[src/sbe_cfg.svh]
/*
 * Constants for the secondary bus error status and mask block: config
 * offsets, field positions, reset values, writable masks.
 * Assumes a 12-bit extended config address and 32-bit config data words.
 */
`ifndef SBE_CFG_SVH
`define SBE_CFG_SVH

// config offsets
`define SBE_OFS_STATUS      12'h12C
`define SBE_OFS_MASK        12'h130
`define SBE_OFS_SEVERITY    12'h134

// reset values
`define SBE_RST_STATUS      32'h0000_0000
`define SBE_RST_MASK        32'h0000_17A8
`define SBE_RST_SEVERITY    32'h0000_1340

// implemented and writable bits
`define SBE_STATUS_IMPL     32'h0000_1E8C
`define SBE_MASK_RW         32'h0000_3FEE
`define SBE_SEVERITY_RW     32'h0000_3FEE

// status field positions
`define SBE_BIT_SYS_ERR     12
`define SBE_BIT_PAR_SIG     11
`define SBE_BIT_DISCARD     10
`define SBE_BIT_ADDR_PAR    9
`define SBE_BIT_DATA_PAR    7
`define SBE_BIT_MST_ABORT   3
`define SBE_BIT_TGT_ABORT   2

// widths
`define SBE_ADDR_W          12
`define SBE_PTR_W           5

`endif

[src/sbe_status_mask_end.sv]
/*
 * Holds no code; the block's logic lives in sbe_status_mask.sv.
 * Assumes nothing of its surroundings.
 */

[src/sbe_pkg.sv]
/*
 * Types shared by the secondary bus error status and mask block.
 * Assumes sbe_cfg.svh supplies the widths.
 */
`include "sbe_cfg.svh"

package sbe_pkg;

   // one config access request
   typedef struct packed {
      logic                     valid;
      logic                     write;
      logic [`SBE_ADDR_W-1:0]   addr;
      logic [3:0]               be;
      logic [31:0]              wdata;
   } sbe_cfg_req_t;

   // config access answer
   typedef struct packed {
      logic                     ack;
      logic [31:0]              rdata;
   } sbe_cfg_rsp_t;

   // secondary bus error events, one-cycle strobes
   typedef struct packed {
      logic system_error_seen;
      logic parity_signal_seen;
      logic discard_expired;
      logic address_phase_parity_fault;
      logic data_phase_parity_fault;
      logic read_completion_parity_seen;
      logic master_abort_received;
      logic target_abort_received;
   } sbe_events_t;

   // error message request toward the upstream link
   typedef struct packed {
      logic fatal;
      logic nonfatal;
   } sbe_msg_t;

endpackage

[src/sbe_status_mask.sv]
/*
 * Secondary bus uncorrectable error status, mask and severity registers
 * with message, header log and first error pointer reporting.
 * Assumes one config request at a time, answered one cycle later, and
 * error events given as one-cycle strobes synchronous to CLK_SYS.
 */
`timescale 1ns/1ps
`include "sbe_cfg.svh"

module sbe_status_mask (
   // clock and resets
   input  wire logic                  CLK_SYS,
   input  wire logic                  RST,
   input  wire logic                  PCIE_RESET_N,
   input  wire logic                  GLOBAL_RESET_PIN_N,
   // configuration access
   input  wire sbe_pkg::sbe_cfg_req_t CFG_REQ,
   output sbe_pkg::sbe_cfg_rsp_t      CFG_RSP,
   // secondary bus events
   input  wire sbe_pkg::sbe_events_t  SEC_EVENTS,
   // error reporting
   output sbe_pkg::sbe_msg_t          ERR_MSG,
   output logic                       HDR_LOG_LOAD,
   output logic [`SBE_PTR_W-1:0]      FIRST_ERR_PTR,
   output logic                       FIRST_ERR_VALID,
   // fundamental reset state
   output logic                       FUNDAMENTAL_RESET_N
);

   import sbe_pkg::*;

   // sticky register state
   logic [31:0]              status;
   logic [31:0]              mask;
   logic [31:0]              severity;
   logic [`SBE_PTR_W-1:0]    first_ptr;
   logic                     first_valid;

   // next values
   logic [31:0]              next_status;
   logic [31:0]              next_mask;
   logic [31:0]              next_severity;

   // decode and event terms
   logic                     fundamental_reset_n;
   logic                     wr_status;
   logic                     wr_mask;
   logic                     wr_severity;
   logic [31:0]              lane_bits;
   logic [31:0]              raw_events;
   logic [31:0]              hits;
   logic [31:0]              clear_bits;
   logic [31:0]              read_value;
   logic                     any_fatal;
   logic                     any_nonfatal;
   logic [`SBE_PTR_W-1:0]    first_pos;
   logic                     ptr_stale;

   // byte enables widened to a bit mask
   function automatic logic [31:0] lanes(input logic [3:0] be);
      logic [31:0] m;
      m = '0;
      for (int i = 0; i < 4; i++) begin
         m[i*8 +: 8] = {8{be[i]}};
      end
      return m;
   endfunction

   // merge write data into a register through lanes and writable bits
   function automatic logic [31:0] merge(input logic [31:0] old,
                                         input logic [31:0] wdata,
                                         input logic [31:0] lane_m,
                                         input logic [31:0] rw_m);
      logic [31:0] sel;
      sel = lane_m & rw_m;
      return (old & ~sel) | (wdata & sel);
   endfunction

   // events placed at their status positions
   function automatic logic [31:0] place(input sbe_events_t ev);
      logic [31:0] v;
      v = '0;
      v[`SBE_BIT_SYS_ERR]   = ev.system_error_seen;
      v[`SBE_BIT_PAR_SIG]   = ev.parity_signal_seen;
      v[`SBE_BIT_DISCARD]   = ev.discard_expired;
      v[`SBE_BIT_ADDR_PAR]  = ev.address_phase_parity_fault;
      v[`SBE_BIT_DATA_PAR]  = ev.data_phase_parity_fault
                            | ev.read_completion_parity_seen;
      v[`SBE_BIT_MST_ABORT] = ev.master_abort_received;
      v[`SBE_BIT_TGT_ABORT] = ev.target_abort_received;
      return v;
   endfunction

   // fundamental reset from the two reset pins
   sbe_rst_sync u_rst_sync (
      .clk                 (CLK_SYS),
      .pcie_reset_n        (PCIE_RESET_N),
      .global_reset_pin_n  (GLOBAL_RESET_PIN_N),
      .fundamental_reset_n (fundamental_reset_n)
   );

   // severity split and first position of new errors
   sbe_report #(
      .PTR_W        (`SBE_PTR_W)
   ) u_report (
      .hits         (hits),
      .severity     (severity),
      .any_fatal    (any_fatal),
      .any_nonfatal (any_nonfatal),
      .first_pos    (first_pos)
   );

   // address decode
   always_comb begin
      wr_status   = 1'b0;
      wr_mask     = 1'b0;
      wr_severity = 1'b0;
      if (CFG_REQ.valid && CFG_REQ.write) begin
         if (CFG_REQ.addr == `SBE_OFS_STATUS) begin
            wr_status = 1'b1;
         end else if (CFG_REQ.addr == `SBE_OFS_MASK) begin
            wr_mask = 1'b1;
         end else if (CFG_REQ.addr == `SBE_OFS_SEVERITY) begin
            wr_severity = 1'b1;
         end
      end
   end

   assign lane_bits = lanes(CFG_REQ.be);

   // only unmasked, implemented errors are recorded
   always_comb begin
      raw_events = place(SEC_EVENTS);
      hits       = raw_events & ~mask & `SBE_STATUS_IMPL;
   end

   // write one clears; zero leaves the bit alone
   always_comb begin
      clear_bits = '0;
      if (wr_status) begin
         clear_bits = CFG_REQ.wdata & lane_bits & `SBE_STATUS_IMPL;
      end
   end

   // a new event wins over a clear in the same cycle
   always_comb begin
      next_status = ((status & ~clear_bits) | hits) & `SBE_STATUS_IMPL;
   end

   always_comb begin
      next_mask = mask;
      if (wr_mask) begin
         next_mask = merge(mask, CFG_REQ.wdata, lane_bits, `SBE_MASK_RW);
      end
   end

   always_comb begin
      next_severity = severity;
      if (wr_severity) begin
         next_severity = merge(severity, CFG_REQ.wdata, lane_bits, `SBE_SEVERITY_RW);
      end
   end

   // status register, sticky
   always_ff @(posedge CLK_SYS or negedge fundamental_reset_n) begin
      if (!fundamental_reset_n) begin
         status <= `SBE_RST_STATUS;
      end else begin
         status <= next_status;
      end
   end

   // mask register, sticky
   always_ff @(posedge CLK_SYS or negedge fundamental_reset_n) begin
      if (!fundamental_reset_n) begin
         mask <= `SBE_RST_MASK;
      end else begin
         mask <= next_mask;
      end
   end

   // severity register, sticky
   always_ff @(posedge CLK_SYS or negedge fundamental_reset_n) begin
      if (!fundamental_reset_n) begin
         severity <= `SBE_RST_SEVERITY;
      end else begin
         severity <= next_severity;
      end
   end

   // pointer goes stale once its status bit is cleared
   assign ptr_stale = first_valid && !next_status[first_ptr];

   // first error pointer, sticky
   always_ff @(posedge CLK_SYS or negedge fundamental_reset_n) begin
      if (!fundamental_reset_n) begin
         first_ptr   <= '0;
         first_valid <= 1'b0;
      end else if ((!first_valid || ptr_stale) && (|hits)) begin
         first_ptr   <= first_pos;
         first_valid <= 1'b1;
      end else if (ptr_stale) begin
         first_valid <= 1'b0;
      end
   end

   // readback with reserved bits as zero
   always_comb begin
      read_value = '0;
      if (CFG_REQ.addr == `SBE_OFS_STATUS) begin
         read_value = status & `SBE_STATUS_IMPL;
      end else if (CFG_REQ.addr == `SBE_OFS_MASK) begin
         read_value = mask & `SBE_MASK_RW;
      end else if (CFG_REQ.addr == `SBE_OFS_SEVERITY) begin
         read_value = severity & `SBE_SEVERITY_RW;
      end
   end

   // config answer one cycle after the request
   always_ff @(posedge CLK_SYS or posedge RST) begin
      if (RST) begin
         CFG_RSP <= '0;
      end else begin
         CFG_RSP.ack <= CFG_REQ.valid;
         if (CFG_REQ.valid && !CFG_REQ.write) begin
            CFG_RSP.rdata <= read_value;
         end else begin
            CFG_RSP.rdata <= '0;
         end
      end
   end

   // error messages, one pulse per cycle with new unmasked errors
   always_ff @(posedge CLK_SYS or posedge RST) begin
      if (RST) begin
         ERR_MSG <= '0;
      end else begin
         ERR_MSG.fatal    <= any_fatal;
         ERR_MSG.nonfatal <= any_nonfatal;
      end
   end

   // header log load strobe
   always_ff @(posedge CLK_SYS or posedge RST) begin
      if (RST) begin
         HDR_LOG_LOAD <= 1'b0;
      end else begin
         HDR_LOG_LOAD <= |hits;
      end
   end

   // pointer and reset state copies
   always_ff @(posedge CLK_SYS or posedge RST) begin
      if (RST) begin
         FIRST_ERR_PTR       <= '0;
         FIRST_ERR_VALID     <= 1'b0;
         FUNDAMENTAL_RESET_N <= 1'b0;
      end else begin
         FIRST_ERR_PTR       <= first_ptr;
         FIRST_ERR_VALID     <= first_valid;
         FUNDAMENTAL_RESET_N <= fundamental_reset_n;
      end
   end

endmodule // sbe_status_mask

[src/sbe_rst_sync.sv]
/*
 * Fundamental reset generator: asserts at once when either reset pin is
 * low, releases two clock edges after both are high.
 * Assumes both pins are active low.
 */
`timescale 1ns/1ps

module sbe_rst_sync (
   // clock
   input  wire logic clk,
   // reset pins
   input  wire logic pcie_reset_n,
   input  wire logic global_reset_pin_n,
   // combined reset
   output logic      fundamental_reset_n
);

   logic raw_reset_n;
   logic hold_n;

   // either source asserts the fundamental reset
   assign raw_reset_n = pcie_reset_n & global_reset_pin_n;

   always_ff @(posedge clk or negedge raw_reset_n) begin
      if (!raw_reset_n) begin
         hold_n              <= 1'b0;
         fundamental_reset_n <= 1'b0;
      end else begin
         hold_n              <= 1'b1;
         fundamental_reset_n <= hold_n;
      end
   end

endmodule // sbe_rst_sync

[src/sbe_report.sv]
/*
 * Error classifier: splits the newly recorded errors into fatal and
 * nonfatal by severity, and picks the position of the first one.
 * Assumes hits holds only unmasked, implemented status positions.
 */
`timescale 1ns/1ps

module sbe_report #(
   parameter int PTR_W = 5
) (
   // new unmasked errors
   input  wire logic [31:0]      hits,
   input  wire logic [31:0]      severity,
   // classification
   output logic                  any_fatal,
   output logic                  any_nonfatal,
   output logic [PTR_W-1:0]      first_pos
);

   // highest set position wins when several arrive together
   function automatic logic [PTR_W-1:0] top_bit(input logic [31:0] v);
      logic [PTR_W-1:0] pos;
      pos = '0;
      for (int i = 0; i < 32; i++) begin
         if (v[i]) begin
            pos = PTR_W'(i);
         end
      end
      return pos;
   endfunction

   always_comb begin
      any_fatal    = |(hits & severity);
      any_nonfatal = |(hits & ~severity);
      first_pos    = top_bit(hits);
   end

endmodule // sbe_report

[config.mk]
export PLATFORM = sky130hd
export DESIGN_NAME = sbe_status_mask
export DESIGN_NICKNAME = d
export VERILOG_FILES = /design/src/sbe_status_mask_end.sv /design/src/sbe_pkg.sv /design/src/sbe_status_mask.sv /design/src/sbe_rst_sync.sv /design/src/sbe_report.sv
export VERILOG_INCLUDE_DIRS = /design/src
export SDC_FILE = /design/constraint.sdc
export NUM_CORES = 1
export LEC_CHECK = 0
export ABC_AREA = 1
export BUFFER_PORTS_ARGS = -buffer_cell sky130_fd_sc_hd__clkbuf_2
export CAP_MARGIN = 10
export CORE_MARGIN = 10
export CORE_UTILIZATION = 50
export DETAILED_ROUTE_END_ITERATION = 10
export HOLD_SLACK_MARGIN = 0.03
export PLACE_DENSITY = 0.83
export SLEW_MARGIN = 20
export SYNTH_ARGS = -nofsm -noshare
export SYNTH_HDL_FRONTEND = slang
export SYNTH_SLANG_ARGS = --single-unit
[constraint.sdc]
create_clock -name CLK_SYS -period 2.6 [get_ports CLK_SYS]
set_input_delay 0.13 -clock CLK_SYS [delete_from_list [all_inputs] [get_ports CLK_SYS]]
set_output_delay 0.13 -clock CLK_SYS [all_outputs]
set_load 0.05 [all_outputs]
### Word level (Yosys, flattened, before mapping)

Index checks and enable logic that the tools add are counted.

| word-level totals | value |
|---|---|
| register bits after elaboration | 122 |
| output and inout bits | 43 |
| word-level logic and storage cells | 73 |

| operators by class | value |
|---|---|
| order comparisons | 1 |
| equal/unequal tests | 3 |
| mux-type cells | 25 |
| bitwise logic cells | 17 |
| reductions and logical operators | 12 |

Operator list:

| kind | number |
|---|---|
| AND 13 x 32 -> 32 bit | 2 |
| AND 32 bit | 2 |
| OR 32 bit | 2 |
| OR reduction 32 bit | 2 |
| two-way mux 14 bit | 3 |
| AND 13 bit | 3 |
| == test 12 x 9 -> 1 bit, second input constant | 3 |
| AND 32 x 14 -> 32 bit | 1 |
| two-way mux 32 bit | 1 |
| inverter 14 -> 32 bit | 1 |
| inverter 32 bit | 1 |
| inverter 13 bit | 2 |
| two-way mux 4 bit | 4 |
| two-way mux 13 bit | 1 |
| OR 13 bit | 1 |
| two-way mux 1 bit | 12 |
| OR reduction 7 bit | 1 |
| < comparator 5 x 6 -> 1 bit, second input constant | 1 |
| binary-select mux 1 bit (select 5 bit) | 1 |
| logical AND 1 bit | 4 |
| two-way mux 2 bit | 2 |
| zero test 1 bit | 3 |
| two-way mux 3 bit | 1 |
| nonzero test 2 bit | 1 |
| 3 further kinds | 3 |

### Logic depth before layout (Yosys ltp)

Gate-level depths: netlist of the first run.

| depth | value |
|---|---|
| word-level depth | 14 |
| gate-level depth with buffers | 16 |

### Hierarchy

A second synthesis of the first run with hierarchy kept.

| unflattened totals | value |
|---|---|
| cells, all modules | 484 |
| area, all modules | 3779.9 µm² |

Modules (own cells, without submodules):

| module | times used | cells an instance | area each (µm²) | sequential area each (µm²) |
|---|---|---|---|---|
| sbe_status_mask | 1 | 324 | 2934.1 | 1515.2 |
| sbe_report | 1 | 155 | 784.5 | 0.0 |
| sbe_rst_sync | 1 | 5 | 61.3 | 50.0 |

### Least setup slack after synthesis of the first run

Ideal clock, no wire load.

| timing path | value |
|---|---|
| path type | register to register |
| start | register with a tool-made name |
| end | register first_ptr[2] |
| setup time | 0.117 ns |
| arrival | 1.524 ns |
| required time | 2.483 ns |
| path slack | 0.960 ns |
| cell stages (with the launch flop) | 8 |
| buffers on the path | 1 |
| path through | dfstp_2 -> inv_1 -> o21ai_1 -> nand2_1 -> or4_1 -> buf_2 -> nand3_1 -> nand2_1 |

RTL lines:

| item | line | source |
|---|---|---|
| end signal, assigned | sbe_status_mask.sv:200 | `first_ptr <= first_pos;` |
| end, declared | sbe_status_mask.sv:36 | `` logic [`SBE_PTR_W-1:0] first_ptr; `` |

### Worst setup path after layout of the first run

| timing path | value |
|---|---|
| start | input port CFG_REQ[49] in the netlist's numbering |
| end | register first_ptr[3] |

| on the way | value |
|---|---|
| longest elaborated chain between the ends | 12 |

Ends and longest elaborated chain:

| item | line | source |
|---|---|---|
| start, declared | sbe_status_mask.sv:17 | `input wire sbe_pkg::sbe_cfg_req_t CFG_REQ,` |
| logical AND 1 bit | sbe_status_mask.sv:118 | `if (CFG_REQ.valid && CFG_REQ.write) begin` |
| two-way mux 1 bit | sbe_status_mask.sv:118 |  |
| two-way mux 13 bit | sbe_status_mask.sv:140 | `if (wr_status) begin` |
| inverter 13 bit | sbe_status_mask.sv:147 | `` next_status = ((status & ~clear_bits) \| hits) & `SBE_STATUS_IMPL; `` |
| AND 13 bit | sbe_status_mask.sv:147 |  |
| OR 13 bit | sbe_status_mask.sv:147 |  |
| net next_status[7] | sbe_status_mask.sv:40 | `logic [31:0] next_status;` |
| binary-select mux 1 bit (select 5 bit) | sbe_status_mask.sv:192 | `assign ptr_stale = first_valid && !next_status[first_ptr];` |
| two-way mux 1 bit (not written as such) | sbe_status_mask.sv:192 |  |
| zero test 1 bit | sbe_status_mask.sv:192 |  |
| logical AND 1 bit | sbe_status_mask.sv:192 |  |
| logical OR 1 bit | sbe_status_mask.sv:199 | `end else if ((!first_valid \|\| ptr_stale) && (\|hits)) begin` |
| logical AND 1 bit | sbe_status_mask.sv:199 |  |

The timed path passes the listed nets, and every way through them passes these cells. The select of a mux whose other input is x is not followed.
A chain may end at the register's enable or synchronous reset.

==> summary.md, run 1 <==
| Metric | Value |
|---|---|
| Status | completed |
| RSZ-0062 raised after global routing | false |
| Overflow after GRT | 0 |
| Share of layout cells above drive strength 1 | 28.44% |
| Via density | 5.068 |
| CP arrival | 2.09 ns |
| Seq/Total Area, Yosys | 50.80% |
| Antenna viol nets, final | 0 |
| Total Wirelength | 7534 um |
| Setup violators final | 0 |
| Switch share | 35.39% |
| Commonest non-fill, non-tap cell in the layout | nand2_1 |
| Htree depth | 3 |
| Int Pwr | 1.564 mW |
| Worst path cell trace | dlygate4sd3_1 -> clkbuf_2 -> nand2_1 -> clkinv_1 -> nand4_1 -> nand2_1 -> nand2_1 -> nand2_1 -> a21oi_1 -> nand2_1 -> nand2_2 -> nand3_4 -> o21ai_0 -> nand2_1 |
| Crit. End Element | register |
| Clk pwr share | 31.3% |
| Sw Pwr | 0.8566 mW |
| Headroom to the max-slew limit | 46.72% |
| Ys Warns | 0 |
| Fillers | 503 |
| Min cycle time layout | 1.858 ns |
| HP Class | input port to register |
| Core occupancy in the finished layout | 60.99% |
| Clock buffer count from CTS | 9 |
| PD cells | 678.2 mW/mm2 |
| CTS clk-pin slew, worst paths | 0.07 ns |
| Area of the mapped netlist | 0.002983 mm2 |
| Max Cap Viol | 0 |
| # DRC | 0 |
| Worst VDD drop | 0.7432 mV |
| Starting Density | 50.98% |
| Crit Path Max Fanout | 9 |
| Post-synthesis sequential element count | 60 |
| Total track usage | 16.32% |
| Final Hold Viols | 0 |
| Sequential share of power | 44.0% |
| Cell taking the most area after synthesis | dfrtp_1 |
| Die H | 97.24 um |
| Core ar. | 0.005851 mm2 |
| Clock sinks | 60 |
| First-pass GRT wire length | 12880 um |
| Via count | 2519 |
| Clk_skew | 0.005872 ns |
| R2r endpoint | first_ptr[0] |
| Top cell type's share of synthesized area | 41.11% |
| CP required | 2.83 ns |
| Fin. max-slew vios | 0 |
| Resized Gates After CTS | 0 |
| Max Root-Sink Buffers | 2 |
| Crit-path most repeated cell | nand2_1 |
| Layout area overhead | 19.63% |
| # rows | 28 |
| Yosys cell types | 34 |
| Routability congestion estimate | 0.9062 |
| DIE AREA | 0.009456 mm2 |
| Hold Startpoint | CFG_REQ[1] |
| Worst setup SP type | input port |
| Setup TNS Final | 0 ns |
| Syn Inst Count | 338 |
| Slowest-stage cell, CP | dlygate4sd3_1 |
| Synth area leaders | dfrtp_1 (41%), nand2_1 (10%), dfstp_2 (9.7%) |
| Most frequent cells in the layout | nand2_1 (83), clkbuf_2 (61), inv_1 (53), dfrtp_1 (49), conb_1 (22) |
| Worst path max stage delay | 0.54 ns |
| Average wire per standard cell | 15.16 um |
| Tcrit/Tclk final | 71.46% |
| Drt first pass iters | 4 |
| Final net count | 479 |
| Largest net degree at the start of global routing | 23 |
| Cells on Worst Hold Path | 3 |
| IO buf count | 61 |
| Comb power frac | 24.7% |
| Num ports | 105 |
| CTS tree | done |
| FF-to-FF path depth | 8 |
| Lkg Pwr | 1.817 nW |
| Syn Area/Cell | 8.825 um2 |
| Vias in the first global route | 2701 |
| Initial antenna violation count | 0 |
| Reg2Reg Setup Slack | 0.79 ns |
| F_max | 538.3 MHz |
| Worst-Skew Late Latency | 0.34 ns |
| Setup CP Type | input port to register |
| Slew @ Worst Pin | 0.7983 ns |
| Root buffer cell | clkbuf_8 |
| DRT iter0 DRCs | 157 |
| Die X | 97.24 um |
| Placed wire-length estimate | 5888 um |
| Ant. Diodes | 0 |
[worst max path at each step]
stage                      from           end  slack, ns  cells after the start
floorplan              register  first_ptr[2]       0.96                      7
global placement    CFG_REQ[47]      register       0.76                     10
detailed placement  CFG_REQ[47]      register       0.69                     10
CTS                 CFG_REQ[49]  first_ptr[3]       0.77                     14
global route        CFG_REQ[49]  first_ptr[3]       0.60                     14
finish              CFG_REQ[49]  first_ptr[3]       0.74                     14
[worst max-delay path: cells and delay by family]
family	cells	cell delay, ns
AND/OR/NAND/NOR	9	0.84
AO/OA/AOI/OAI	2	0.23
buffers and inverters	3	0.90
[per-stage QoR]
stage | setup slack (ns) | area, um2 | power, mW | instances | hold WS (ns)
final | 0.7421 | 3568 | 2.420 | 497 | 0.03459
after CTS | 0.7670 | 3568 | 2.430 | 497 | 0.03116
after global placement | 0.7619 | 3288 | 1.654 | 471 | -0.003691
after detailed placement | 0.6897 | 3288 | 1.672 | 471 | 0.002704
after global routing | 0.6010 | 3568 | 2.547 | 497 | 0.03765
after floorplan | 0.9597 | 3058 | 1.549 | 358 | -0.09155
[synth_stat cells]
| cell type | number |
|---|---|
| nand2_2 | 3 |
| nand3_4 | 1 |
| o211ai_1 | 7 |
| nand4_1 | 10 |
| dfrtp_1 | 49 |
| dfstp_2 | 11 |
| clkbuf_1 | 1 |
| nand2_4 | 1 |
| nor2_1 | 7 |
| nand3_1 | 16 |
| inv_2 | 1 |
| a21oi_1 | 9 |
| nor2_2 | 2 |
| or4_1 | 1 |
| inv_1 | 53 |
| o22ai_1 | 4 |
| buf_2 | 3 |
| or2_1 | 1 |
| nor3_1 | 1 |
| o21ai_0 | 16 |
| clkinv_1 | 1 |
| o2111ai_1 | 2 |
| o21ai_1 | 1 |
| nand2_1 | 83 |
| o221ai_1 | 7 |
| nor3b_1 | 1 |
| buf_1 | 1 |
| nor4_4 | 1 |
| buf_4 | 21 |
| buf_6 | 3 |
| nand3_2 | 2 |
| conb_1 | 2 |
| o21ai_2 | 14 |
| nor2_4 | 2 |
[repair_timing]
action | CTS | global route
setup buffers | 0 | 0
hold endpoints to repair | 31 | 0
hold buffers | 10 | 0
[layer usage]
metal | GRT usage (%) | part of all wire (%) | vias to the layer above
met5 | 0 | 0 | -
met1 | 18.84 | 42 | 1193
met2 | 27.01 | 49 | 96
met4 | 6.823 | 2.3 | 0
li1 | - | - | 1209
met3 | 5.548 | 7.4 | 21
[cells by family after synthesis]
kind of cell,Yosys count,share of synthesized area [%]
and+or+nand+nor,132,21.14
buffers and inverters,84,14.09
other,2,0.2518
DFF,60,50.80
AOI/OAI and AO/OA,60,13.72
[layout make-up]
cell class                 count  area [um2]  area share (%)
sequential                    60        1515           42.46
multi-input combinational    214        1122           31.45
timing repair buffer          77       450.4           12.62
inverter                      55       206.4           5.785
clock buffer                  12       155.1           4.348
tap                           75       93.84           2.630
clock inverter                 4       25.02          0.7013
[power by group through the flow]
stage,clock network (mW),logic (mW),registers (mW)
after floorplan,0,0.344,1.20
after global placement,0,0.574,1.08
after detailed placement,0,0.589,1.08
after CTS,0.763,0.602,1.07
after global routing,0.817,0.654,1.08
final,0.757,0.598,1.07
Note: power is estimated with default switching activity, not from simulation.
==> run 2, diff against run 1 <==
CORE_UTILIZATION = 45   (was 50)
PLACE_DENSITY = 0.79   (was 0.83)
clock period = 1.5 ns   (was 2.6 ns; I/O delays follow)
==> run 2 against run 1 <==
The flow now finishes with violations (setup timing). Critical path depth fell by 5. Wire length increased by 9.8%. Worst hold slack better by 0.081 ns. Die area is 8.8% higher. Non-clock buffer count increased by 44. Clock power is 90% higher. Count of clock-buffer cells in the layout shrank 1. Sequential share of layout area shrank 4.5 points. Clock skew increased by 0.0016 ns. Critical path type is now register to register. Critical endpoint is now first_ptr[2]. Highest routed layer unchanged.
==> summary.md, run 2 (synthesis results as in run 1) <==
| Metric | Value |
|---|---|
| PD cells | 1114 mW/mm2 |
| Final net count | 523 |
| Max Root-Sink Buffers | 2 |
| Final Hold Viols | 0 |
| Reg2Reg Setup Slack | -0.08 ns |
| Commonest non-fill, non-tap cell in the layout | nand2_1 |
| Final WS setup | -0.07965 ns |
| CP required | 1.79 ns |
| IO buf count | 61 |
| CTS tree | done |
| Cells on Worst Hold Path | 4 |
| Hold Startpoint | SEC_EVENTS[7] |
| Core ar. | 0.006386 mm2 |
| Worst Hold Path EP | HDR_LOG_LOAD |
| Via count | 2762 |
| Place WS | -0.1717 ns |
| HP Class | input port to register |
| Total Wirelength | 8272 um |
| Setup CP Type | register to register |
| Max Cap Viol | 0 |
| Status | finished with violations |
| # DRC | 0 |
| Tcrit/Tclk final | 105.3% |
| Most frequent cells in the layout | nand2_1 (75), clkbuf_2 (61), dfrtp_1 (49), inv_1 (48), buf_4 (40) |
| Via density | 5.087 |
| Finished Cell Area | 0.003991 mm2 |
| Clock buffer count from CTS | 9 |
| Lkg Pwr | 2.042 nW |
| Ant. Diodes | 0 |
| Worst setup SP type | register |
| Placed wire-length estimate | 6425 um |
| Final Non-Filler Cells | 543 |
| DRT iter0 DRCs | 216 |
| Worst-Skew Late Latency | 0.35 ns |
| Worst VDD drop | 1.439 mV |
| Clk_skew | 0.007515 ns |
| DIE AREA | 0.01029 mm2 |
| Die X | 101.4 um |
| Share of layout cells above drive strength 1 | 37.55% |
| F_max | 633.1 MHz |
| Initial antenna violation count | 0 |
| Largest net degree at the start of global routing | 26 |
| Total power draw | 4.448 mW |
| Crit Path Max Fanout | 5 |
| RSZ-0062 raised after global routing | true |
| Vias in the first global route | 2818 |
| Total track usage | 16.37% |
| WHS | 0.1159 ns |
| Drt first pass iters | 5 |
| Placed instance area | 0.003530 mm2 |
| Antenna viol nets, final | 0 |
| Starting Density | 46.71% |
| Min cycle time layout | 1.580 ns |
| Root buffer cell | clkbuf_8 |
| R2r endpoint | first_ptr[2] |
| Crit. End Element | register |
| # rows | 29 |
| FF-to-FF path depth | 9 |
| CTS clk-pin slew, worst paths | 0.07 ns |
| Overflow after GRT | 0 |
| Fin. max-slew vios | 0 |
| Setup violators final | 5 |
| First-pass GRT wire length | 13340 um |
| Dpl cells | 502 |
| Layout area overhead | 33.81% |
| Violated checks | setup timing |
| Clock sinks | 60 |
| Htree depth | 3 |
| Num ports | 105 |
| Routability congestion estimate | 1.031 |
| Die H | 101.4 um |
| Average wire per standard cell | 15.23 um |
| CP arrival | 1.87 ns |
## run 2: changes by cell type in the layout (fill, tap and decap cells not counted), sizes merged
cell / delta
clkbuf: -1
bufinv: +1
dlygate4sd3: +6
clkinv: +1
buf: +38
clkinvlp: -1
## run 2: layer usage
metal	track usage (%)	part of all wire [%]	vias up
met2	26.17	49	141
met3	6.263	9.9	22
met1	19.04	39	1298
met5	0	0	-
met4	7.503	2.8	0
li1	-	-	1301
## run 2: per-stage QoR
| stage | util (%) | setup TNS [ns] |
|---|---|---|
| after floorplan | - | -0.3105 |
| after global placement | 55.27 | -1.393 |
| after detailed placement | 55.27 | -2.511 |
| after CTS | 61.68 | -0.2512 |
| after global routing | 62.50 | -0.8525 |
| final | 62.50 | -0.3412 |
## run 2: worst max path at each step
stage                 from  cells after the start           end  slack [ns]
6_report          register                      9  first_ptr[2]       -0.08
5_1_grt           register                      9  first_ptr[1]       -0.19
4_1_cts           register                      9  first_ptr[2]       -0.06
3_5_place_dp   CFG_REQ[47]                     12  first_ptr[2]       -0.17
3_3_place_gp      register                      7  first_ptr[0]       -0.10
2_1_floorplan     register                      7  first_ptr[2]       -0.06
## run 2: layout make-up
| class | count | area (um2) |
|---|---|---|
| Clock inverter | 5 | 52.55 |
| Inverter | 55 | 206.4 |
| Sequential cell | 60 | 1515 |
| Timing Repair Buffer | 121 | 819.5 |
| Fill cell | 541 | 2395 |
| Multi-Input combinational cell | 214 | 1160 |
| Clock buffer | 11 | 141.4 |
| Tap cell | 77 | 96.34 |
## run 2: timing repair
| item | in CTS | in global routing |
|---|---|---|
| gates resized for setup | 3 | 11 |
| setup endpoints to repair | 6 | 6 |
| hold buffers | 16 | 0 |
| hold endpoints to repair | 46 | 0 |
| pin swaps | 0 | 2 |
| cloned | 0 | 0 |
| buffers inserted | 6 | 3 |
## run 2: report_power, final
group,internal (mW),switching (mW)
clock,0.803,0.642
combinational,0.339,0.806
sequential,1.75,0.106
total,2.89,1.55
## run 2: worst max-delay path: stages (launching register included)
cell and delay [ns]:
dfstp_2 0.54, inv_2 0.04, nand2_2 0.08, nand2_2 0.06, inv_2 0.06, nand2_2 0.04
or4_4 0.46, nand2_4 0.12, nand2_1 0.06, nand2_1 0.06
==> run 3, diff against run 2 <==
RECOVER_POWER = 100   (was default)
==> run 3 against run 2 <==
The run still ends with setup timing left. Sequential cell count stayed put. Clock skew about the same. Total power hardly changed. Critical path depth did not move. Register-to-register slack barely moved. Critical path type unchanged.
==> summary.md, run 3 (synthesis results as in run 1) <==
| Metric | Value |
|---|---|
| Die X | 101.4 um |
| Placed wire-length estimate | 6425 um |
| Clock buffer count from CTS | 9 |
| FF-to-FF path depth | 9 |
| Largest net degree at the start of global routing | 26 |
| Layout area overhead | 33.35% |
| First-pass GRT wire length | 13340 um |
| CTS clk-pin slew, worst paths | 0.07 ns |
| HP Class | input port to register |
| Met1 usage | 19.04% |
| Setup CP Type | register to register |
| Via count | 2751 |
| Final net count | 523 |
| Final Non-Filler Cells | 543 |
| Finished Cell Area | 0.003978 mm2 |
| Dpl cells | 502 |
| Worst setup SP type | register |
| Crit Path Max Fanout | 5 |
| Ant. Diodes | 0 |
| F_max | 632.4 MHz |
| Final Hold Viols | 0 |
| Routability congestion estimate | 1.031 |
| CP required | 1.79 ns |
| GRT busiest layer | met2 |
| Worst path max stage delay | 0.54 ns |
| Worst setup path end | first_ptr[2] |
| Vias in the first global route | 2818 |
| Slew @ Worst Pin | 0.6204 ns |
| WHS | 0.1146 ns |
| Clk_skew | 0.007063 ns |
| Crit-path most repeated cell | nand2_2 |
| Max Root-Sink Buffers | 2 |
| Min cycle time layout | 1.581 ns |
| Violated checks | setup timing |
| Slowest-stage cell, CP | dfstp_2 |
| Setup TNS Final | -0.3494 ns |
| Place WS | -0.1717 ns |
| Antenna viol nets, final | 0 |
| R2r endpoint | first_ptr[2] |
| Hold Startpoint | SEC_EVENTS[7] |
| Final WS setup | -0.08140 ns |
| Worst-Skew Late Latency | 0.35 ns |
| Core ar. | 0.006386 mm2 |
| # rows | 29 |
| Grt met2 use | 26.17% |
| Max Cap Viol | 0 |
| Total power draw | 4.444 mW |
| Crit. End Element | register |
| Setup violators final | 5 |
| Fin. max-slew vios | 0 |
| RSZ-0062 raised after global routing | true |
| Share of layout cells above drive strength 1 | 36.91% |
| Htree depth | 3 |
| Total Wirelength | 8275 um |
| Via density | 5.066 |
| DIE AREA | 0.01029 mm2 |
| CP arrival | 1.87 ns |
| Lkg Pwr | 2.031 nW |
| PD cells | 1117 mW/mm2 |
| Overflow after GRT | 0 |
| # DRC | 0 |
| Commonest non-fill, non-tap cell in the layout | nand2_1 |
| Root buffer cell | clkbuf_8 |
| Initial antenna violation count | 0 |
| Die H | 101.4 um |
| Average wire per standard cell | 15.24 um |
| Drt first pass iters | 5 |
| Starting Density | 46.71% |
| Core occupancy in the finished layout | 62.28% |
| Status | finished with violations |
| DRT iter0 DRCs | 221 |
| Worst VDD drop | 1.439 mV |
| Clock sinks | 60 |
| IO buf count | 61 |
| Total track usage | 16.37% |
| CTS tree | done |
| Worst path cell trace | inv_2 -> nand2_2 -> nand2_2 -> inv_2 -> nand2_2 -> or4_4 -> nand2_4 -> nand2_1 -> nand2_1 |
| Met3 Resource Use GR | 6.263% |
| Num ports | 105 |
| Reg2Reg Setup Slack | -0.08 ns |
| Placed instance area | 0.003530 mm2 |
| Tcrit/Tclk final | 105.4% |
| Most frequent cells in the layout | nand2_1 (75), clkbuf_2 (62), dfrtp_1 (49), inv_1 (48), buf_4 (36) |
| Headroom to the max-slew limit | 58.64% |
run 3: cell types whose count changed in the layout (fill, tap and decap cells not counted), sizes merged:
cell,delta
clkbuf,+4
buf,-4
run 3: critical path, delay by kind of cell (launching register included):
| kind | cells | cell delay, ns |
|---|---|---|
| flops | 1 | 0.54 |
| simple gates | 7 | 0.88 |
| buf+inv | 2 | 0.10 |
run 3: cell type report:
cell class / count / area (um2)
clock buffers: 11 / 141.4
clock inverters: 5 / 52.55
fillers: 543 / 2409
inverters: 55 / 206.4
multi-input cells: 214 / 1160
flip-flops and latches: 60 / 1515
well taps: 77 / 96.34
repair buffers: 121 / 805.8
run 3: routing by layer:
| layer | wire (um) | up-vias |
|---|---|---|
| li1 | - | 1301 |
| met1 | 3252 | 1295 |
| met2 | 4021 | 135 |
| met3 | 789 | 20 |
| met4 | 212 | 0 |
| met5 | 0 | - |
run 3: repair_timing:
item / CTS / global route
hold buffers: 16 / 0
cloned: 0 / 0
setup buffers: 6 / 3
gates resized for setup: 3 / 11
endpoints found under the hold margin: 46 / 0
setup endpoints to repair: 6 / 6
pin swaps: 0 / 2
run 3: power breakdown:
group / internal, mW / switching [mW] / total [mW]
clock network: 0.803 / 0.643 / 1.45
logic: 0.335 / 0.806 / 1.14
registers: 1.75 / 0.105 / 1.86
run 3: how the worst min path moves through the flow:
| stage | end | slack, ns | cells past startpoint |
|---|---|---|---|
| CTS | HDR_LOG_LOAD | 0.09 | 4 |
| global placement | u_rst_sync.hold_n | -0.06 | 3 |
| global route | status[12] | 0.12 | 4 |
| finish | HDR_LOG_LOAD | 0.11 | 4 |
| floorplan | u_rst_sync.fundamental_reset_n | -0.15 | 2 |
| detailed placement | u_rst_sync.hold_n | -0.05 | 3 |
